--- config.mk ---
export PLATFORM = sky130hd
export DESIGN_NAME = risc_core_datapath
export DESIGN_NICKNAME = d
export VERILOG_FILES = /design/src/inc/core_pkg.sv /design/src/verilog/risc_core_datapath.sv
export SDC_FILE = /design/constraint.sdc
export NUM_CORES = 1
export LEC_CHECK = 0
export BUFFER_PORTS_ARGS = -buffer_cell sky130_fd_sc_hd__buf_4
export CORE_UTILIZATION = 40
export CTS_BUF_LIST = sky130_fd_sc_hd__clkbuf_8
export CTS_CLUSTER_SIZE = 20
export DETAILED_ROUTE_END_ITERATION = 12
export PLACE_DENSITY_LB_ADDON = 0.2
export SYNTH_ARGS = -nofsm -noshare
export SYNTH_HDL_FRONTEND = slang
export SYNTH_SLANG_ARGS = --single-unit
--- constraint.sdc ---
create_clock -name clock -period 4 [get_ports clock]
set_input_delay 0.2 -clock clock [delete_from_list [all_inputs] [get_ports clock]]
set_output_delay 0.2 -clock clock [all_outputs]
set_load 0.1 [all_outputs]
--- src/inc/core_pkg.sv ---
// Shared constants and types for the 8-bit core datapath
package core_pkg;
   // Program counter width and reset value (all ones, wraps to zero)
   localparam int PC_W_DEF = 9;
   localparam int JUMP_W = 9;
   localparam int INSTR_W = 12;
   localparam int DATA_W = 8;
   // Oscillator clocks per instruction cycle
   localparam int CLK_PER_INSTR = 4;
   localparam logic [INSTR_W-1:0] NOP_WORD = 12'h000;
   localparam logic [INSTR_W-1:0] TRIS_WORD = 12'h006;
   // Register file addresses held inside the core
   localparam logic [4:0] ADDR_PCL = 5'h02;
   localparam logic [4:0] ADDR_STATUS = 5'h03;
   localparam logic [4:0] ADDR_GPIO = 5'h06;
   // Status flag positions and reset value
   localparam int FLAG_C = 0;
   localparam int FLAG_DC = 1;
   localparam int FLAG_Z = 2;
   localparam logic [2:0] FLAGS_RST = 3'h0;
   localparam logic [2:0] TRIS_RST = 3'h7;
   // File operations, instruction bits 11:6
   localparam logic [5:0] OP_MOVWF = 6'h00;
   localparam logic [5:0] OP_CLR = 6'h01;
   localparam logic [5:0] OP_SUB = 6'h02;
   localparam logic [5:0] OP_DEC = 6'h03;
   localparam logic [5:0] OP_OR = 6'h04;
   localparam logic [5:0] OP_AND = 6'h05;
   localparam logic [5:0] OP_XOR = 6'h06;
   localparam logic [5:0] OP_ADD = 6'h07;
   localparam logic [5:0] OP_MOV = 6'h08;
   localparam logic [5:0] OP_COM = 6'h09;
   localparam logic [5:0] OP_INC = 6'h0a;
   localparam logic [5:0] OP_RR = 6'h0c;
   localparam logic [5:0] OP_RL = 6'h0d;
   // Literal operations, instruction bits 11:8
   localparam logic [3:0] LIT_MOV = 4'hc;
   localparam logic [3:0] LIT_OR = 4'hd;
   localparam logic [3:0] LIT_AND = 4'he;
   localparam logic [3:0] LIT_XOR = 4'hf;
   localparam logic [2:0] JUMP_CODE = 3'h5;
   // Pin synchroniser layout: pins 0..3 then high-voltage detect
   localparam int SYNC_W = 5;
   localparam int SYNC_HV = 4;
   localparam logic [SYNC_W-1:0] SYNC_RST = 5'h08;
   typedef enum logic [1:0] {
      PH_ONE = 2'b00,
      PH_TWO = 2'b01,
      PH_THREE = 2'b11,
      PH_FOUR = 2'b10
   } phase_e;
   typedef struct packed {
      logic [4:0] addr;
      logic [DATA_W-1:0] wdata;
      logic we;
   } data_req_s;
   typedef struct packed {
      logic [2:0] out;
      logic [2:0] oe;
   } pin_drive_s;
endpackage : core_pkg

--- src/verilog/risc_core_datapath.sv ---
// Fetch/execute datapath, ALU, pins and programming entry of the 8-bit core
// Behaviour
// - Every instruction is one 12-bit word.
// - One whole instruction is fetched per instruction cycle on its own bus.
// - Data words are 8 bits on a bus apart from the instruction bus.
// - Fetch of the next instruction overlaps execution of the current one.
// - Each instruction completes in one instruction cycle, branches excepted.
// - Program counter changes take two cycles; the fetched word is discarded.
// - Clock is divided by four into four phases forming one cycle.
// - Operand is read in phase two, destination written in phase four.
// - Special registers, program counter included, sit in data address space.
// - Eight-bit ALU adds, subtracts, shifts and does logic.
// - Arithmetic is two's complement.
// - Two-operand ops use accumulator and a file register or literal.
// - Single-operand ops use accumulator or a file register.
// - Eight-bit accumulator, not reachable at any data address.
// - Carry, nibble carry, zero updated per instruction, else kept.
// - Subtraction carries mean no borrow when set.
// - Pins zero and one have enabled pull-up and wake on change.
// - Input-only pin has enabled pull-up and wake on change.
// - Input-only pin as external reset holds the core while low.
// - Pull-up forced on while input-only pin is the reset input.
// - Pin above supply enters programming mode; the far side keeps it low.
// - Programming mode takes serial clock on pin one.
// - Programming data travels on pin zero beside the clock.
`timescale 1ns/10ps
`default_nettype none
module risc_core_datapath
   import core_pkg::*;
#(
   parameter int PC_W = PC_W_DEF
)
(
   input wire logic clock, // Instruction clock source
   input wire logic rst_n, // Synchronous reset, active low
   output logic [PC_W-1:0] prog_addr_r, // Program bus address
   input wire logic [INSTR_W-1:0] prog_data, // Program bus word
   output data_req_s dreq_r, // Data bus address, write data, strobe
   input wire logic [DATA_W-1:0] data_rdata, // Data bus read word
   input wire logic [3:0] pin_in, // Pin levels, pin 3 input only
   output pin_drive_s pin_drv_r, // Drive and enable for pins 0..2
   input wire logic hv_detect, // Input-only pin above supply
   input wire logic ext_reset_en, // Input-only pin serves as reset
   input wire logic [2:0] pullup_en, // Pull-up enables, pins 0,1,3
   input wire logic [2:0] wake_en, // Wake enables, pins 0,1,3
   output logic [2:0] pullup_on_r, // Pull-ups on, pins 0,1,3
   output logic wake_r, // Pin change wake pulse
   output logic [2:0] flags_r, // Zero, nibble carry, carry
   output logic phase_two_r, // High during phase two
   output logic phase_four_r, // High during phase four
   output logic prog_mode_r, // Programming mode
   output logic [INSTR_W-1:0] prog_word_r // Serially received word
);

   // Jump targets and PCL writes must fit the counter
   if (PC_W < JUMP_W || PC_W > 16)
   begin : g_pc_check
      $error("PC_W out of range");
   end

   logic [SYNC_W-1:0] s1_r, s2_r, s3_r, filt_r;
   logic core_rst;
   phase_e ph_r, ph_nxt;
   logic [PC_W-1:0] pc_r;
   logic [INSTR_W-1:0] ir_r;
   logic [DATA_W-1:0] acc_r, opnd_r, rd_val, res;
   logic [2:0] gpio_lat_r, tris_r, fmask, pin_prev_r;
   logic [2:0] pin_now;
   logic clk_prev_r, prog_clk_rise;
   logic bidir_pin_zero, bidir_pin_one, input_only_pin;
   logic external_reset_pin, prog_serial_clock, prog_serial_data;
   logic is_lit, is_jump, is_fop, is_tris, d_bit, take_br;
   logic wacc, wfile, cy, dcy;
   logic [5:0] fop;
   logic [4:0] faddr;
   logic [DATA_W-1:0] lit, ax;
   logic ci;
   logic [DATA_W:0] s9;
   logic [4:0] s5;

   // True for addresses served inside the core, not by the file
   function automatic logic is_internal(input logic [4:0] a);
      is_internal = (a == ADDR_PCL) || (a == ADDR_STATUS) || (a == ADDR_GPIO);
   endfunction : is_internal

   // Three-stage pin synchroniser; a level counts once stages two and three agree
   always_ff @(posedge clock)
   begin
      if (!rst_n)
      begin
         s1_r <= SYNC_RST;
         s2_r <= SYNC_RST;
         s3_r <= SYNC_RST;
         filt_r <= SYNC_RST;
      end
      else
      begin
         s1_r <= {hv_detect, pin_in};
         s2_r <= s1_r;
         s3_r <= s2_r;
         for (int i = 0; i < SYNC_W; i++)
         begin
            if (s2_r[i] == s3_r[i])
            begin
               filt_r[i] <= s3_r[i];
            end
         end
      end
   end

   assign bidir_pin_zero = filt_r[0];
   assign bidir_pin_one = filt_r[1];
   assign input_only_pin = filt_r[3];
   assign external_reset_pin = input_only_pin;
   assign prog_serial_clock = bidir_pin_one;
   assign prog_serial_data = bidir_pin_zero;
   assign pin_now = {input_only_pin, bidir_pin_one, bidir_pin_zero};

   // Core held in reset by the bus reset, programming mode or the reset pin
   assign core_rst = !rst_n || prog_mode_r || (ext_reset_en && !external_reset_pin);

   // Programming entry follows the filtered high-voltage detect
   always_ff @(posedge clock)
   begin
      if (!rst_n)
      begin
         prog_mode_r <= 1'b0;
      end
      else
      begin
         prog_mode_r <= filt_r[SYNC_HV];
      end
   end

   // Serial word shifter, LSB first, on rising programming clock
   assign prog_clk_rise = prog_serial_clock && !clk_prev_r;
   always_ff @(posedge clock)
   begin
      if (!rst_n)
      begin
         clk_prev_r <= 1'b0;
         prog_word_r <= NOP_WORD;
      end
      else
      begin
         clk_prev_r <= prog_serial_clock;
         if (prog_mode_r && prog_clk_rise)
         begin
            prog_word_r <= {prog_serial_data, prog_word_r[INSTR_W-1:1]};
         end
      end
   end

   // Pull-ups; the reset pin keeps its pull-up whatever software asks
   always_ff @(posedge clock)
   begin
      if (!rst_n)
      begin
         pullup_on_r <= 3'h0;
      end
      else
      begin
         pullup_on_r <= {pullup_en[2] || ext_reset_en, pullup_en[1:0]};
      end
   end

   // Pin change wake; the reset pin cannot wake since low means reset
   always_ff @(posedge clock)
   begin
      if (!rst_n)
      begin
         pin_prev_r <= {SYNC_RST[3], SYNC_RST[1:0]}; // Idle levels, so no false change after reset
         wake_r <= 1'b0;
      end
      else
      begin
         pin_prev_r <= pin_now;
         wake_r <= |(wake_en & (pin_now ^ pin_prev_r) & {!ext_reset_en, 2'b11});
      end
   end

   // Four-phase sequencer from the divided clock
   always_comb
   begin
      case (ph_r)
         PH_ONE: ph_nxt = PH_TWO;
         PH_TWO: ph_nxt = PH_THREE;
         PH_THREE: ph_nxt = PH_FOUR;
         PH_FOUR: ph_nxt = PH_ONE;
         default: ph_nxt = PH_ONE;
      endcase
   end

   always_ff @(posedge clock)
   begin
      if (core_rst)
      begin
         ph_r <= PH_ONE;
         phase_two_r <= 1'b0;
         phase_four_r <= 1'b0;
      end
      else
      begin
         ph_r <= ph_nxt;
         phase_two_r <= (ph_nxt == PH_TWO);
         phase_four_r <= (ph_nxt == PH_FOUR);
      end
   end

   // Instruction field decode
   assign fop = ir_r[11:6];
   assign d_bit = ir_r[5];
   assign faddr = ir_r[4:0];
   assign lit = ir_r[7:0];
   assign is_lit = (ir_r[11:10] == 2'b11);
   assign is_jump = (ir_r[11:9] == JUMP_CODE);
   assign is_fop = (ir_r[11:10] == 2'b00);
   assign is_tris = (ir_r == TRIS_WORD);

   // Operand read mux; the accumulator has no address here
   always_comb
   begin
      case (dreq_r.addr)
         ADDR_PCL: rd_val = pc_r[DATA_W-1:0];
         ADDR_STATUS: rd_val = {5'h00, flags_r};
         ADDR_GPIO: rd_val = {4'h0, filt_r[3:0]};
         default: rd_val = data_rdata;
      endcase
   end

   // Shared adder: subtraction adds the inverted accumulator plus one
   assign ci = is_fop && (fop == OP_SUB);
   assign ax = ci ? ~acc_r : acc_r;
   assign s9 = {1'b0, opnd_r} + {1'b0, ax} + {8'h00, ci};
   assign s5 = {1'b0, opnd_r[3:0]} + {1'b0, ax[3:0]} + {4'h0, ci};

   // ALU result, destination and flag mask
   always_comb
   begin
      res = acc_r;
      cy = s9[DATA_W];
      dcy = s5[4];
      fmask = 3'h0;
      wacc = 1'b0;
      wfile = 1'b0;
      if (is_lit)
      begin
         wacc = 1'b1;
         fmask = 3'h4;
         case (ir_r[11:8])
            LIT_OR: res = acc_r | lit;
            LIT_AND: res = acc_r & lit;
            LIT_XOR: res = acc_r ^ lit;
            default:
            begin
               res = lit;
               fmask = 3'h0;
            end
         endcase
      end
      else if (is_fop)
      begin
         wacc = !d_bit;
         wfile = d_bit;
         case (fop)
            OP_ADD, OP_SUB:
            begin
               res = s9[DATA_W-1:0];
               fmask = 3'h7;
            end
            OP_AND:
            begin
               res = acc_r & opnd_r;
               fmask = 3'h4;
            end
            OP_OR:
            begin
               res = acc_r | opnd_r;
               fmask = 3'h4;
            end
            OP_XOR:
            begin
               res = acc_r ^ opnd_r;
               fmask = 3'h4;
            end
            OP_COM:
            begin
               res = ~opnd_r;
               fmask = 3'h4;
            end
            OP_INC:
            begin
               res = opnd_r + 8'h01;
               fmask = 3'h4;
            end
            OP_DEC:
            begin
               res = opnd_r - 8'h01;
               fmask = 3'h4;
            end
            OP_MOV:
            begin
               res = opnd_r;
               fmask = 3'h4;
            end
            OP_CLR:
            begin
               res = 8'h00;
               fmask = 3'h4;
            end
            OP_RR:
            begin
               res = {flags_r[FLAG_C], opnd_r[7:1]};
               cy = opnd_r[0];
               fmask = 3'h1;
            end
            OP_RL:
            begin
               res = {opnd_r[6:0], flags_r[FLAG_C]};
               cy = opnd_r[7];
               fmask = 3'h1;
            end
            OP_MOVWF:
            begin
               res = acc_r;
               wacc = 1'b0;
            end
            default:
            begin
               wacc = 1'b0;
               wfile = 1'b0;
            end
         endcase
      end
   end

   // A jump or a write to the counter low byte redirects the fetch
   assign take_br = is_jump || (wfile && faddr == ADDR_PCL);

   // Data bus: address in phase one, operand taken in phase two, strobe in phase four
   always_ff @(posedge clock)
   begin
      if (core_rst)
      begin
         dreq_r <= '0;
         opnd_r <= 8'h00;
      end
      else
      begin
         if (ph_r == PH_ONE)
         begin
            dreq_r.addr <= faddr;
         end
         if (ph_r == PH_TWO)
         begin
            opnd_r <= rd_val;
         end
         dreq_r.wdata <= res;
         dreq_r.we <= (ph_r == PH_THREE) && wfile && !is_internal(faddr);
      end
   end

   // Program counter and instruction register; next fetch overlaps execution
   always_ff @(posedge clock)
   begin
      if (core_rst)
      begin
         pc_r <= '1;
         prog_addr_r <= '1;
         ir_r <= NOP_WORD;
      end
      else if (ph_r == PH_ONE)
      begin
         prog_addr_r <= pc_r;
         pc_r <= pc_r + 1'b1;
      end
      else if (ph_r == PH_FOUR)
      begin
         if (is_jump)
         begin
            pc_r <= PC_W'(ir_r[JUMP_W-1:0]);
         end
         else if (take_br)
         begin
            pc_r <= PC_W'(res);
         end
         ir_r <= take_br ? NOP_WORD : prog_data;
      end
   end

   // Accumulator, written only by instructions naming it
   always_ff @(posedge clock)
   begin
      if (core_rst)
      begin
         acc_r <= 8'h00;
      end
      else if (ph_r == PH_FOUR && wacc)
      begin
         acc_r <= res;
      end
   end

   // Flags: instruction-driven updates win over a software write to status
   always_ff @(posedge clock)
   begin
      if (core_rst)
      begin
         flags_r <= FLAGS_RST;
      end
      else if (ph_r == PH_FOUR)
      begin
         if (wfile && faddr == ADDR_STATUS)
         begin
            flags_r <= res[2:0];
         end
         if (fmask[FLAG_C])
         begin
            flags_r[FLAG_C] <= cy;
         end
         if (fmask[FLAG_DC])
         begin
            flags_r[FLAG_DC] <= dcy;
         end
         if (fmask[FLAG_Z])
         begin
            flags_r[FLAG_Z] <= (res == 8'h00);
         end
      end
   end

   // Port latch and direction; all pins float in reset or programming
   always_ff @(posedge clock)
   begin
      if (core_rst)
      begin
         gpio_lat_r <= 3'h0;
         tris_r <= TRIS_RST;
         pin_drv_r <= '0;
      end
      else
      begin
         if (ph_r == PH_FOUR && wfile && faddr == ADDR_GPIO)
         begin
            gpio_lat_r <= res[2:0];
         end
         if (ph_r == PH_FOUR && is_tris)
         begin
            tris_r <= acc_r[2:0];
         end
         pin_drv_r.out <= gpio_lat_r;
         pin_drv_r.oe <= ~tris_r;
      end
   end
endmodule : risc_core_datapath
`default_nettype wire
Word level (Yosys, flattened, before mapping)

Index checks and enable logic that the tools add are counted.

Register bits after elaboration: 120
Input bits: 34
Output and inout port bits: 51
Word-level logic and storage cells: 160

Add/sub/neg operators: 7
Eq/ne operators: 34
Multiplexer cells: 29
Bitwise operators: 13
Reductions and logical operators: 45

Operators by type and width:

| operator                                                         | count |
|---|---|
| 8-bit one-hot mux with 11 select lines                           | 1 |
| 8-bit one-hot mux with 3 select lines                            | 2 |
| 9-bit 2-to-1 mux                                                 | 4 |
| 6-bit by 4-bit == test with 1-bit output, second input constant  | 5 |
| 6-bit by 3-bit == test with 1-bit output, second input constant  | 4 |
| 8-bit 2-to-1 mux                                                 | 3 |
| 5-bit by 2-bit == test with 1-bit output, second input constant  | 4 |
| 8-bit AND                                                        | 2 |
| 8-bit NOT                                                        | 2 |
| 8-bit OR                                                         | 2 |
| 8-bit XOR                                                        | 2 |
| 13-bit OR reduction                                              | 1 |
| 12-bit by 3-bit == test with 1-bit output, second input constant | 1 |
| 4-bit == test, second input constant                             | 3 |
| 6-bit by 2-bit == test with 1-bit output, second input constant  | 2 |
| 1-bit logical AND                                                | 12 |
| 12-bit 2-to-1 mux                                                | 1 |
| 3-bit 2-to-1 mux                                                 | 4 |
| 12-bit OR reduction                                              | 1 |
| 1-bit 2-to-1 mux                                                 | 11 |
| 5-bit by 3-bit == test with 1-bit output, second input constant  | 2 |
| 2-bit AND reduction                                              | 5 |
| 8-bit by 8-bit adder with 9-bit output                           | 1 |
| 9-bit by 1-bit adder with 9-bit output                           | 1 |
| 27 further kinds                                                 | 52 |

Logic depth before layout (Yosys ltp)

Gate-level depths: netlist (run 1).

Word-level depth: 12
Depth in mapped cells: 12
Gate-level depth less buffers: 11

Worst setup path after synthesis (run 1)

OpenSTA, ideal clock, no wires.

Path type: register to register
Start point: register ir_r[7]
End point: register flags_r[2]
Setup time: 0.059 ns
Arrival: 3.134 ns
Required time: 3.941 ns
Setup slack: 0.807 ns
Stages on the path, launching flop included: 11
Path buffers: 1
Period minus slack after synthesis: 3.193 ns
Path through: dfxtp_1 buf_4 or3b_4 nor3_2 fa_1 nor3b_1 a2111oi_4 a41oi_4 or3_1 nor3_1 a41o_1

Word-level cells in the longest chain between the ends: 10
Elaborated cells on any way between the ends: 40
Those cells by class: add/sub (2); eq/ne (12); mux (13); bitwise (3); reduce/logical (10)

Ends and longest elaborated chain:

| element                                             | line                                                 | text |
|---|---|---|
| from (decl)                                         | risc_core_datapath.sv:65                             | `logic [INSTR_W-1:0] ir_r;` |
| from (signal assigned)                              | risc_core_datapath.sv:387                            | `ir_r <= take_br ? NOP_WORD : prog_data;` |
| 6-bit by 2-bit == test with 1-bit output            | risc_core_datapath.sv:232, risc_core_datapath.sv:265 |  |
| 1-bit logical AND                                   | risc_core_datapath.sv:232                            | `assign ci = is_fop && (fop == OP_SUB);` |
| 8-bit 2-to-1 mux                                    | risc_core_datapath.sv:233                            | `assign ax = ci ? ~acc_r : acc_r;` |
| 8-bit by 8-bit adder with 9-bit output              | risc_core_datapath.sv:234                            | `assign s9 = {1'b0, opnd_r} + {1'b0, ax} + {8'h00, ci};` |
| 9-bit by 1-bit adder with 9-bit output              | risc_core_datapath.sv:234                            |  |
| 8-bit one-hot mux with 11 select lines              | risc_core_datapath.sv:265                            | `case (fop)` |
| 8-bit 2-to-1 mux                                    | risc_core_datapath.sv:261                            | `else if (is_fop)` |
| 8-bit 2-to-1 mux                                    | risc_core_datapath.sv:246                            | `if (is_lit)` |
| 8-bit zero test or 3-bit 2-to-1 mux (tied branches) | risc_core_datapath.sv:427, risc_core_datapath.sv:413 |  |
| 1-bit 2-to-1 mux                                    | risc_core_datapath.sv:425                            | `if (fmask[FLAG_Z])` |
| to (signal, indexed assignment)                     | risc_core_datapath.sv:419                            | `flags_r[FLAG_C] <= cy;` |
| to (signal, indexed assignment)                     | risc_core_datapath.sv:423                            | `flags_r[FLAG_DC] <= dcy;` |
| to (signal, indexed assignment)                     | risc_core_datapath.sv:427                            | `flags_r[FLAG_Z] <= (res == 8'h00);` |
| to (decl)                                           | risc_core_datapath.sv:48                             | `output logic [2:0] flags_r,` |

Several ways; a longest one is shown, not always the timed one. The select of a mux whose other input is x is not followed.
A chain may end at the register's enable or synchronous reset.

Worst setup path after layout (run 1)

Same ends and word-level chain as after synthesis.

==> impl_results.html, run 1 <==
<table>
<tr><th>Metric</th><th>Value</th></tr>
<tr><th colspan="2">Outcome</th></tr>
<tr><td>Status</td><td>finished clean</td></tr>
<tr><th colspan="2">Clock tree</th></tr>
<tr><td>Worst-case clock buffer depth</td><td>2</td></tr>
<tr><td>TritonCTS clock tree</td><td>done</td></tr>
<tr><td>TritonCTS sink count</td><td>119</td></tr>
<tr><td>Worst-skew pair later-pin latency</td><td>0.46 ns</td></tr>
<tr><td>Clock slew at the register clock pins of the worst setup and hold paths</td><td>0.07 ns</td></tr>
<tr><td>H-tree depth reported by CTS</td><td>4</td></tr>
<tr><td>TritonCTS buffer count</td><td>17</td></tr>
<tr><td>Library cell used as clock root buffer</td><td>clkbuf_8</td></tr>
<tr><th colspan="2">Synthesis</th></tr>
<tr><td>Synth Net Count</td><td>~900</td></tr>
<tr><td>Share of Yosys cell area claimed by the top area cell type</td><td>34.9%</td></tr>
<tr><td>Biggest area contributors in the synthesized netlist</td><td>dfxtp_1 (35%), ha_1 (8.6%), nand2_1 (5.8%)</td></tr>
<tr><td>Yosys Warn Count</td><td>0</td></tr>
<tr><td>Netlist area before placement</td><td>0.00682 sq mm</td></tr>
<tr><td>Cell types with the highest counts after synthesis</td><td>dfxtp_1 (119), nand2_1 (105), nor2_1 (57), a21oi_1 (47), ha_1 (47)</td></tr>
<tr><td>Most common cell in the netlist</td><td>dfxtp_1</td></tr>
<tr><td>Synthesized instance count</td><td>796</td></tr>
<tr><td>Flop and latch count out of synthesis</td><td>119</td></tr>
<tr><td>Dominant cell type by area after synthesis</td><td>dfxtp_1</td></tr>
<tr><td>Number of synthesized flops with an enable pin</td><td>0</td></tr>
<tr><td>Average instance area after synthesis</td><td>between 8 and 9 sq um</td></tr>
<tr><td>Async S/R FF share, synth</td><td>0%</td></tr>
<tr><td>Main synth FF type</td><td>dfxtp_1</td></tr>
<tr><td>Synth cell types</td><td>85</td></tr>
<tr><td>Share of the yosys chip area belonging to registers</td><td>34.9%</td></tr>
<tr><th colspan="2">Final layout</th></tr>
<tr><td>Non-filler cells in the finished layout</td><td>1,119</td></tr>
<tr><td>Post-synthesis to final-layout area growth</td><td>20.1%</td></tr>
<tr><td>Final-stage net count</td><td>a little under 1,000</td></tr>
<tr><td>ANT cells</td><td>0</td></tr>
<tr><td>Final Instance Area</td><td>0.00819 sq mm</td></tr>
<tr><td>Share of final-layout standard cells stronger than drive strength 1</td><td>18.9%</td></tr>
<tr><td>Utilization after layout</td><td>49.2%</td></tr>
<tr><td>Filler instances</td><td>1,596</td></tr>
<tr><th colspan="2">Power</th></tr>
<tr><td>Power density over the cells</td><td>359 mW/mm^2</td></tr>
<tr><td>Peak ir drop on the vdd network</td><td>0.000249 V</td></tr>
<tr><td>Leak pwr</td><td>0.00343 uW</td></tr>
<tr><th colspan="2">Floorplanning</th></tr>
<tr><td>Die height</td><td>about 130 microns</td></tr>
<tr><td>Horizontal die dimension</td><td>133 microns</td></tr>
<tr><td>Area of the core</td><td>0.0166 sq mm</td></tr>
<tr><td>Area of the die</td><td>0.0176 sq mm</td></tr>
<tr><td>Number of rows created at floorplan</td><td>47</td></tr>
<tr><td>I/O pin count</td><td>85</td></tr>
<tr><td>Initial core utilization</td><td>41.0%</td></tr>
<tr><th colspan="2">STA</th></tr>
<tr><td>Fin Setup TNS</td><td>0 ns</td></tr>
<tr><td>Number of hold-slack violations in the final timing report</td><td>0</td></tr>
<tr><td>RSZ-0062 raised after global routing</td><td>false</td></tr>
<tr><td>Total count of max-transition violations in the final report</td><td>0</td></tr>
<tr><td>Relative max-transition margin</td><td>37.9%</td></tr>
<tr><td>Maximum achievable frequency</td><td>267 MHz</td></tr>
<tr><td>Period utilization</td><td>between 90% and 100%</td></tr>
<tr><td>Period minus WS final</td><td>3.75 ns</td></tr>
<tr><td>Transition time of the tightest slew-check pin</td><td>around 0.93 ns</td></tr>
<tr><td>Final number of setup-violating endpoints</td><td>0</td></tr>
<tr><td>Setup clock skew after layout</td><td>0.00999 ns</td></tr>
<tr><th colspan="2">Min path</th></tr>
<tr><td>Hold Path Depth</td><td>3</td></tr>
<tr><td>Path category of the worst min-delay check</td><td>in2reg</td></tr>
<tr><td>Hold path startpoint</td><td>prog_data[6]</td></tr>
<tr><td>Endpoint of the worst hold-timing path</td><td>ir_r[6]</td></tr>
<tr><th colspan="2">Worst setup path</th></tr>
<tr><td>Highest cell delay on the worst timing path</td><td>0.48 ns</td></tr>
<tr><td>Critical path startpoint category</td><td>flip-flop</td></tr>
<tr><td>Top cell family by delay on the critical path</td><td>simple AND/OR/NAND/NOR gates</td></tr>
<tr><td>Arrival @ worst endpoint</td><td>4.10 ns</td></tr>
<tr><td>Worst-path cell with the longest stage delay</td><td>dfxtp_2</td></tr>
<tr><td>Critical path cell sequence</td><td>nor4b_1 -&gt; nand2_1 -&gt; xnor2_1 -&gt; fa_1 -&gt; and3_1 -&gt; o211a_1 -&gt; o21ai_0 -&gt; nand3b_1 -&gt; a31oi_1 -&gt; nor2_1 -&gt; a41o_1</td></tr>
<tr><td>Register-to-register setup slack</td><td>0.25 ns</td></tr>
<tr><td>Setup crit end kind</td><td>flip-flop</td></tr>
<tr><td>Worst-case reg-to-reg path depth</td><td>11</td></tr>
<tr><td>Worst flop-to-flop path startpoint</td><td>ir_r[7]</td></tr>
<tr><td>Required time of the worst setup path</td><td>4.35 ns</td></tr>
<tr><td>RR Endpoint</td><td>flags_r[2]</td></tr>
<tr><td>Number of buffer and inverter instances along the worst setup path</td><td>0</td></tr>
<tr><td>Maximum fanout along the worst path</td><td>15</td></tr>
<tr><td>Critical path class</td><td>reg2reg</td></tr>
<tr><th colspan="2">Routing</th></tr>
<tr><td>Antenna-violating nets left</td><td>0</td></tr>
<tr><td>Avg Vias per Cell</td><td>5.55</td></tr>
<tr><td>Routed WL per cell</td><td>roughly 18 microns</td></tr>
<tr><td>Final Routed Wirelength</td><td>20,600 microns</td></tr>
<tr><td>Detailed router's first-iteration violation count</td><td>550</td></tr>
<tr><td>Drc violations</td><td>0</td></tr>
<tr><td>Number of optimization iterations in the first detailed-route pass</td><td>7</td></tr>
<tr><td>Overall via count from detail_route</td><td>6,205</td></tr>
<tr><th colspan="2">GRT</th></tr>
<tr><td>Pin count of the biggest net entering global routing</td><td>43</td></tr>
<tr><td>Global-route usage over all layers</td><td>24.0%</td></tr>
<tr><td>Vias in the first global route</td><td>5,797</td></tr>
<tr><td>Wire length of the first global-routing pass</td><td>32,600 microns</td></tr>
<tr><td>Residual overflow from global routing</td><td>0</td></tr>
<tr><td>Antenna violations before repair</td><td>0</td></tr>
<tr><th colspan="2">Placement</th></tr>
<tr><td>GP Congestion</td><td>0.932</td></tr>
<tr><td>Sum of net half-perimeters after detailed placement</td><td>14,800 microns</td></tr>
<tr><td>Placed Area</td><td>0.00764 sq mm</td></tr>
<tr><td>Total instance count after detailed placement</td><td>about 1,100</td></tr>
<tr><td>Number of buffers added on ports</td><td>84</td></tr>
<tr><th colspan="2">Flow run</th></tr>
<tr><td>Maximum capacitance violations</td><td>0</td></tr>
</table>
sequential cells by signal, indices dropped and copies added (netlist names), 5 cells and up:
| register | cells |
|---|---|
| acc_r | 8 |
| opnd_r | 8 |
| ir_r | 12 |
| s2_r | 5 |
| s3_r | 5 |
| prog_word_r | 12 |
| filt_r | 5 |
| s1_r | 5 |
| dreq_r | 14 |
| prog_addr_r | 9 |
| pc_r | 9 |
| pin_drv_r | 6 |
worst register-to-register path, cell delays in order (launching register included):
cell      delay [ns]
dfxtp_2         0.48
nor4b_1         0.44
nand2_1         0.40
xnor2_1         0.28
fa_1            0.45
and3_1          0.20
o211a_1         0.25
o21ai_0         0.23
nand3b_1        0.12
a31oi_1         0.45
nor2_1          0.12
a41o_1          0.25
area by class of cell:
cell class              count  area (sq um)  share of cell area (%)
multi-input cells         594          4090                    49.9
flip-flops and latches    119          2380                    29.1
repair buffers            115           901                    11.0
well taps                 220           275                    3.36
inverters                  39           146                    1.79
clock buffers              18           248                    3.02
clock inverters            14           150                    1.83
stage by stage:
step / hold WS, ns / total power (uW) / worst slack, ns
after floorplan: 0.301 / 1690 / 0.807
after global placement: 0.394 / 1850 / 0.249
after detailed placement: 0.399 / 1850 / 0.131
after CTS: 0.00175 / 2960 / 0.109
after global routing: 0.0152 / 3070 / 0.0291
final: 0.0234 / 2940 / 0.251
how the worst max path moves through the flow:
stage / start / endpoint / slack (ns) / cells after the start
final: ir_r[7] / flags_r[2] / 0.25 / 11
after global routing: ir_r[7] / flags_r[2] / 0.03 / 11
after CTS: ir_r[7] / flags_r[2] / 0.11 / 11
after detailed placement: ir_r[7] / flags_r[2] / 0.13 / 11
after global placement: ir_r[7] / flags_r[2] / 0.25 / 11
after floorplan: ir_r[7] / flags_r[2] / 0.81 / 10
cells in the final DEF, fill, tap and decap left out, drive strengths merged, types with 11 or more instances in the layout:
cell type,synthesis,layout
a21oi,47,47
nor2,58,58
and2,31,31
clkbuf,28,18
a21boi,18,18
xnor2,17,17
ha,47,47
dlygate4sd3,0,15
nor3,15,15
nand2b,11,11
nand3,32,32
inv,39,41
dfxtp,119,119
mux2i,12,12
nand2,106,106
buf,16,100
o21ai,38,38
metal layers:
metal  GRT usage (%)  vias to the layer above  share of wire [%]
li1                -                     3006                  -
met1            33.1                     2963                 47
met2            36.2                      190                 45
met3            4.56                       46                5.5
met4            11.0                        0                3.1
met5               0                        -                  0
logic make-up (layout without fill, tap and decap cells):
kind of cell / after synthesis / count (layout) / synth area share (%)
simple gates: 310 / 310 / 23.0
compound gates: 193 / 193 / 20.3
flops: 119 / 119 / 34.9
buf+inv: 83 / 186 / 5.12
fa+ha+maj: 49 / 49 / 9.21
xor+xnor: 21 / 21 / 2.81
mux: 21 / 21 / 4.57
power by group:
part           internal [uW]  switching [uW]  total [uW]
registers               1230            65.9        1300
clock network            571             527        1100
logic                    193             349         542
repair_timing:
item | 4_1_cts | 5_1_grt
resized for setup | 0 | 1
hold buffers | 15 | 0
hold endpoints to repair | 14 | 0
setup buffers | 0 | 0
setup endpoints to repair | 0 | 5
No activity file was read; power rests on OpenSTA's default activity.
==> run 2: changes to the inputs <==
--- a/config.mk
+++ b/config.mk
@@ -11,6 +11,7 @@
 export CTS_CLUSTER_SIZE = 20
 export DETAILED_ROUTE_END_ITERATION = 12
 export PLACE_DENSITY_LB_ADDON = 0.2
+export RECOVER_POWER = 100
 export SYNTH_ARGS = -nofsm -noshare
 export SYNTH_HDL_FRONTEND = slang
 export SYNTH_SLANG_ARGS = --single-unit
==> run 2 against run 1 <==
Against the previous run:
- the flow now finishes with violations (max-capacitance violations, max-slew violations)
- maximum frequency increased by 0.80%
- critical path depth unchanged
- sequential power hardly changed
- sequential share of layout area is 0.84 points higher
- non-clock buffer count unchanged
- routed wire length hardly changed
- global-route usage unchanged
==> impl_results.html, run 2 (synthesized netlist as in run 1, its figures left out) <==
<table>
<tr><th>Metric</th><th>Value</th></tr>
<tr><th colspan="2">Routing</th></tr>
<tr><td>Number of optimization iterations in the first detailed-route pass</td><td>5</td></tr>
<tr><td>Final Routed Wirelength</td><td>20,600 microns</td></tr>
<tr><td>Detailed router's first-iteration violation count</td><td>around 530</td></tr>
<tr><td>Drc violations</td><td>0</td></tr>
<tr><td>Routed WL per cell</td><td>18.4 microns</td></tr>
<tr><td>Overall via count from detail_route</td><td>around 6,000</td></tr>
<tr><td>Antenna-violating nets left</td><td>0</td></tr>
<tr><td>Avg Vias per Cell</td><td>5.51</td></tr>
<tr><th colspan="2">Worst setup path</th></tr>
<tr><td>Arrival @ worst endpoint</td><td>4.07 ns</td></tr>
<tr><td>Highest cell delay on the worst timing path</td><td>roughly 0.53 ns</td></tr>
<tr><td>Critical path cell sequence</td><td>nor4b_1 -&gt; nand2_1 -&gt; xnor2_1 -&gt; fa_1 -&gt; xnor2_1 -&gt; nor4_1 -&gt; a2111oi_2 -&gt; a31oi_1 -&gt; or3_1 -&gt; nor3_1 -&gt; a41o_1</td></tr>
<tr><td>Maximum fanout along the worst path</td><td>15</td></tr>
<tr><td>Register-to-register setup slack</td><td>0.28 ns</td></tr>
<tr><td>Worst-path cell with the longest stage delay</td><td>a31oi_1</td></tr>
<tr><td>Critical path startpoint category</td><td>flip-flop</td></tr>
<tr><td>Setup crit end kind</td><td>flip-flop</td></tr>
<tr><td>Cell with the most instances on the worst path</td><td>xnor2_1</td></tr>
<tr><td>Number of buffer and inverter instances along the worst setup path</td><td>0</td></tr>
<tr><td>Critical path class</td><td>reg2reg</td></tr>
<tr><td>Top cell family by delay on the critical path</td><td>simple AND/OR/NAND/NOR gates</td></tr>
<tr><td>Required time of the worst setup path</td><td>4.35 ns</td></tr>
<tr><th colspan="2">Clock tree</th></tr>
<tr><td>TritonCTS buffer count</td><td>17</td></tr>
<tr><td>Library cell used as clock root buffer</td><td>clkbuf_8</td></tr>
<tr><td>TritonCTS sink count</td><td>119</td></tr>
<tr><td>H-tree depth reported by CTS</td><td>4</td></tr>
<tr><td>Worst-skew pair later-pin latency</td><td>0.46 ns</td></tr>
<tr><td>Worst-case clock buffer depth</td><td>2</td></tr>
<tr><td>Number of post-CTS setup repair buffers</td><td>0</td></tr>
<tr><td>Clock slew at the register clock pins of the worst setup and hold paths</td><td>around 0.070 ns</td></tr>
<tr><td>TritonCTS clock tree</td><td>done</td></tr>
<tr><th colspan="2">Floorplanning</th></tr>
<tr><td>Area of the die</td><td>0.0176 sq mm</td></tr>
<tr><td>I/O pin count</td><td>85</td></tr>
<tr><td>Initial core utilization</td><td>41.0%</td></tr>
<tr><td>Number of rows created at floorplan</td><td>47</td></tr>
<tr><td>Die height</td><td>133 microns</td></tr>
<tr><td>Area of the core</td><td>0.0166 sq mm</td></tr>
<tr><td>Horizontal die dimension</td><td>133 microns</td></tr>
<tr><th colspan="2">Power</th></tr>
<tr><td>Share of total power in the clock network</td><td>37.7%</td></tr>
<tr><td>Cell-internal power</td><td>1980 uW</td></tr>
<tr><td>Sequential power share</td><td>between 40 and 50%</td></tr>
<tr><td>Power density over the cells</td><td>367 mW/mm^2</td></tr>
<tr><td>Leak pwr</td><td>0.00319 uW</td></tr>
<tr><td>Psw</td><td>approximately 940 uW</td></tr>
<tr><td>Peak ir drop on the vdd network</td><td>0.000250 V</td></tr>
<tr><td>Power share of the combinational group</td><td>17.9%</td></tr>
<tr><td>Switching power share of the total</td><td>between 30 and 40%</td></tr>
<tr><th colspan="2">STA</th></tr>
<tr><td>Period minus WS final</td><td>3.72 ns</td></tr>
<tr><td>Hold slack</td><td>about 0.025 ns</td></tr>
<tr><td>Number of hold-slack violations in the final timing report</td><td>0</td></tr>
<tr><td>Fin Setup TNS</td><td>0 ns</td></tr>
<tr><td>Worst Slack Setup Final</td><td>roughly 0.28 ns</td></tr>
<tr><td>Setup clock skew after layout</td><td>just over 0.01 ns</td></tr>
<tr><td>Final number of setup-violating endpoints</td><td>0</td></tr>
<tr><td>RSZ-0062 raised after global routing</td><td>false</td></tr>
<tr><td>Maximum achievable frequency</td><td>269 MHz</td></tr>
<tr><td>Relative max-transition margin</td><td>-12.3%</td></tr>
<tr><td>Period utilization</td><td>~93%</td></tr>
<tr><td>Transition time of the tightest slew-check pin</td><td>1.69 ns</td></tr>
<tr><td>Total count of max-transition violations in the final report</td><td>36</td></tr>
<tr><th colspan="2">GRT</th></tr>
<tr><td>Most heavily used metal layer in global routing</td><td>met2</td></tr>
<tr><td>Global Route met2 Usage</td><td>36.2%</td></tr>
<tr><td>Pin count of the biggest net entering global routing</td><td>43</td></tr>
<tr><td>Residual overflow from global routing</td><td>0</td></tr>
<tr><td>Global-route usage over all layers</td><td>24.0%</td></tr>
<tr><td>GR Util met3</td><td>4.56%</td></tr>
<tr><td>Wire length of the first global-routing pass</td><td>32,600 microns</td></tr>
<tr><td>Vias in the first global route</td><td>~5,800</td></tr>
<tr><td>Fraction of met1 tracks used by global routing</td><td>33.1%</td></tr>
<tr><td>Antenna violations before repair</td><td>0</td></tr>
<tr><th colspan="2">Placement</th></tr>
<tr><td>Number of buffers added on ports</td><td>84</td></tr>
<tr><td>GP Congestion</td><td>slightly above 0.9</td></tr>
<tr><td>Pre-CTS setup slack</td><td>0.131 ns</td></tr>
<tr><td>Sum of net half-perimeters after detailed placement</td><td>14,800 microns</td></tr>
<tr><th colspan="2">Flow run</th></tr>
<tr><td>Maximum capacitance violations</td><td>1</td></tr>
<tr><th colspan="2">Final layout</th></tr>
<tr><td>Registers with the most flip-flops</td><td>dreq_r x14, ir_r x12, prog_word_r x12</td></tr>
<tr><td>Seq. cell area</td><td>0.00238 sq mm</td></tr>
<tr><td>Post-synthesis to final-layout area growth</td><td>16.8%</td></tr>
<tr><td>Filler instances</td><td>1,650</td></tr>
<tr><td>Register bank with the most flops</td><td>dreq_r</td></tr>
<tr><td>Multi-input gate area</td><td>0.00407 sq mm</td></tr>
<tr><td>Final-stage net count</td><td>just under 1,000</td></tr>
<tr><td>Most common cell after layout, fill and taps aside</td><td>dfxtp_1</td></tr>
<tr><td>Share of final-layout standard cells stronger than drive strength 1</td><td>between 10% and 20%</td></tr>
<tr><td>Commonest cells after routing, fill and taps aside</td><td>dfxtp_1 (118), nand2_1 (105), nor2_1 (57), clkbuf_1 (55)</td></tr>
<tr><td>ANT cells</td><td>0</td></tr>
<tr><td>Utilization after layout</td><td>47.9%</td></tr>
<tr><td>Number of flip-flops under the largest register name</td><td>14</td></tr>
<tr><th colspan="2">Outcome</th></tr>
<tr><td>Status</td><td>finished with violations</td></tr>
<tr><td>Failing checks</td><td>max-capacitance violations, max-slew violations</td></tr>
<tr><th colspan="2">Min path</th></tr>
<tr><td>Path category of the worst min-delay check</td><td>in2reg</td></tr>
</table>
run 2: layout make-up:
class                   count  area share, %
clock buffers              18           3.11
inverters                  39           1.84
repair buffers            115           8.72
multi-input cells         594           51.1
well taps                 220           3.46
flip-flops and latches    119           29.9
clock inverters            14           1.89
run 2: through the flow:
step                      instance area (sq um)  power (uW)  cells
final                                      7960        2920   1119
after global routing                       7960        3050   1119
after CTS                                  8190        2960   1119
after detailed placement                   7640        1850   1072
after global placement                     7640        1850   1072
after floorplan                            6820        1690    796
run 2: power by group through the flow:
stage	Combinational, uW	Sequential (uW)	Clock, uW
global route	567	1310	1180
detailed placement	523	1320	0
finish	522	1300	1100
CTS	538	1300	1120
floorplan	273	1420	0
global placement	523	1330	0
run 2: timing repair:
item	CTS	global route
setup endpoints to repair	0	5
hold buffers	15	0
hold endpoints to repair	14	0
gates resized for setup	0	1
run 2: worst paths after layout:
path,from,endpoint,cells past startpoint
worst max-delay path,ir_r[7],flags_r[2],11
worst min-delay path,prog_data[3],ir_r[3],3
worst max register to register,ir_r[7],flags_r[2],11
worst min register to register,s1_r[3],s2_r[3],1
run 2: tightest hold or removal path, delay by kind of cell:
| family | cells | cell delay, ns |
|---|---|---|
| buffers and inverters | 1 | 0.11 |
| AO/OA/AOI/OAI | 1 | 0.06 |
| AND/OR/NAND/NOR | 1 | 0.05 |
run 2: metal layers:
| metal | wire length, microns | vias to the layer above | part of all wire (%) |
|---|---|---|---|
| met2 | 9250 | 192 | 45 |
| met3 | 1120 | 40 | 5.4 |
| met4 | 606 | 0 | 2.9 |
| met1 | 9590 | 2928 | 47 |
| met5 | 0 | - | 0 |
| li1 | - | 3010 | - |
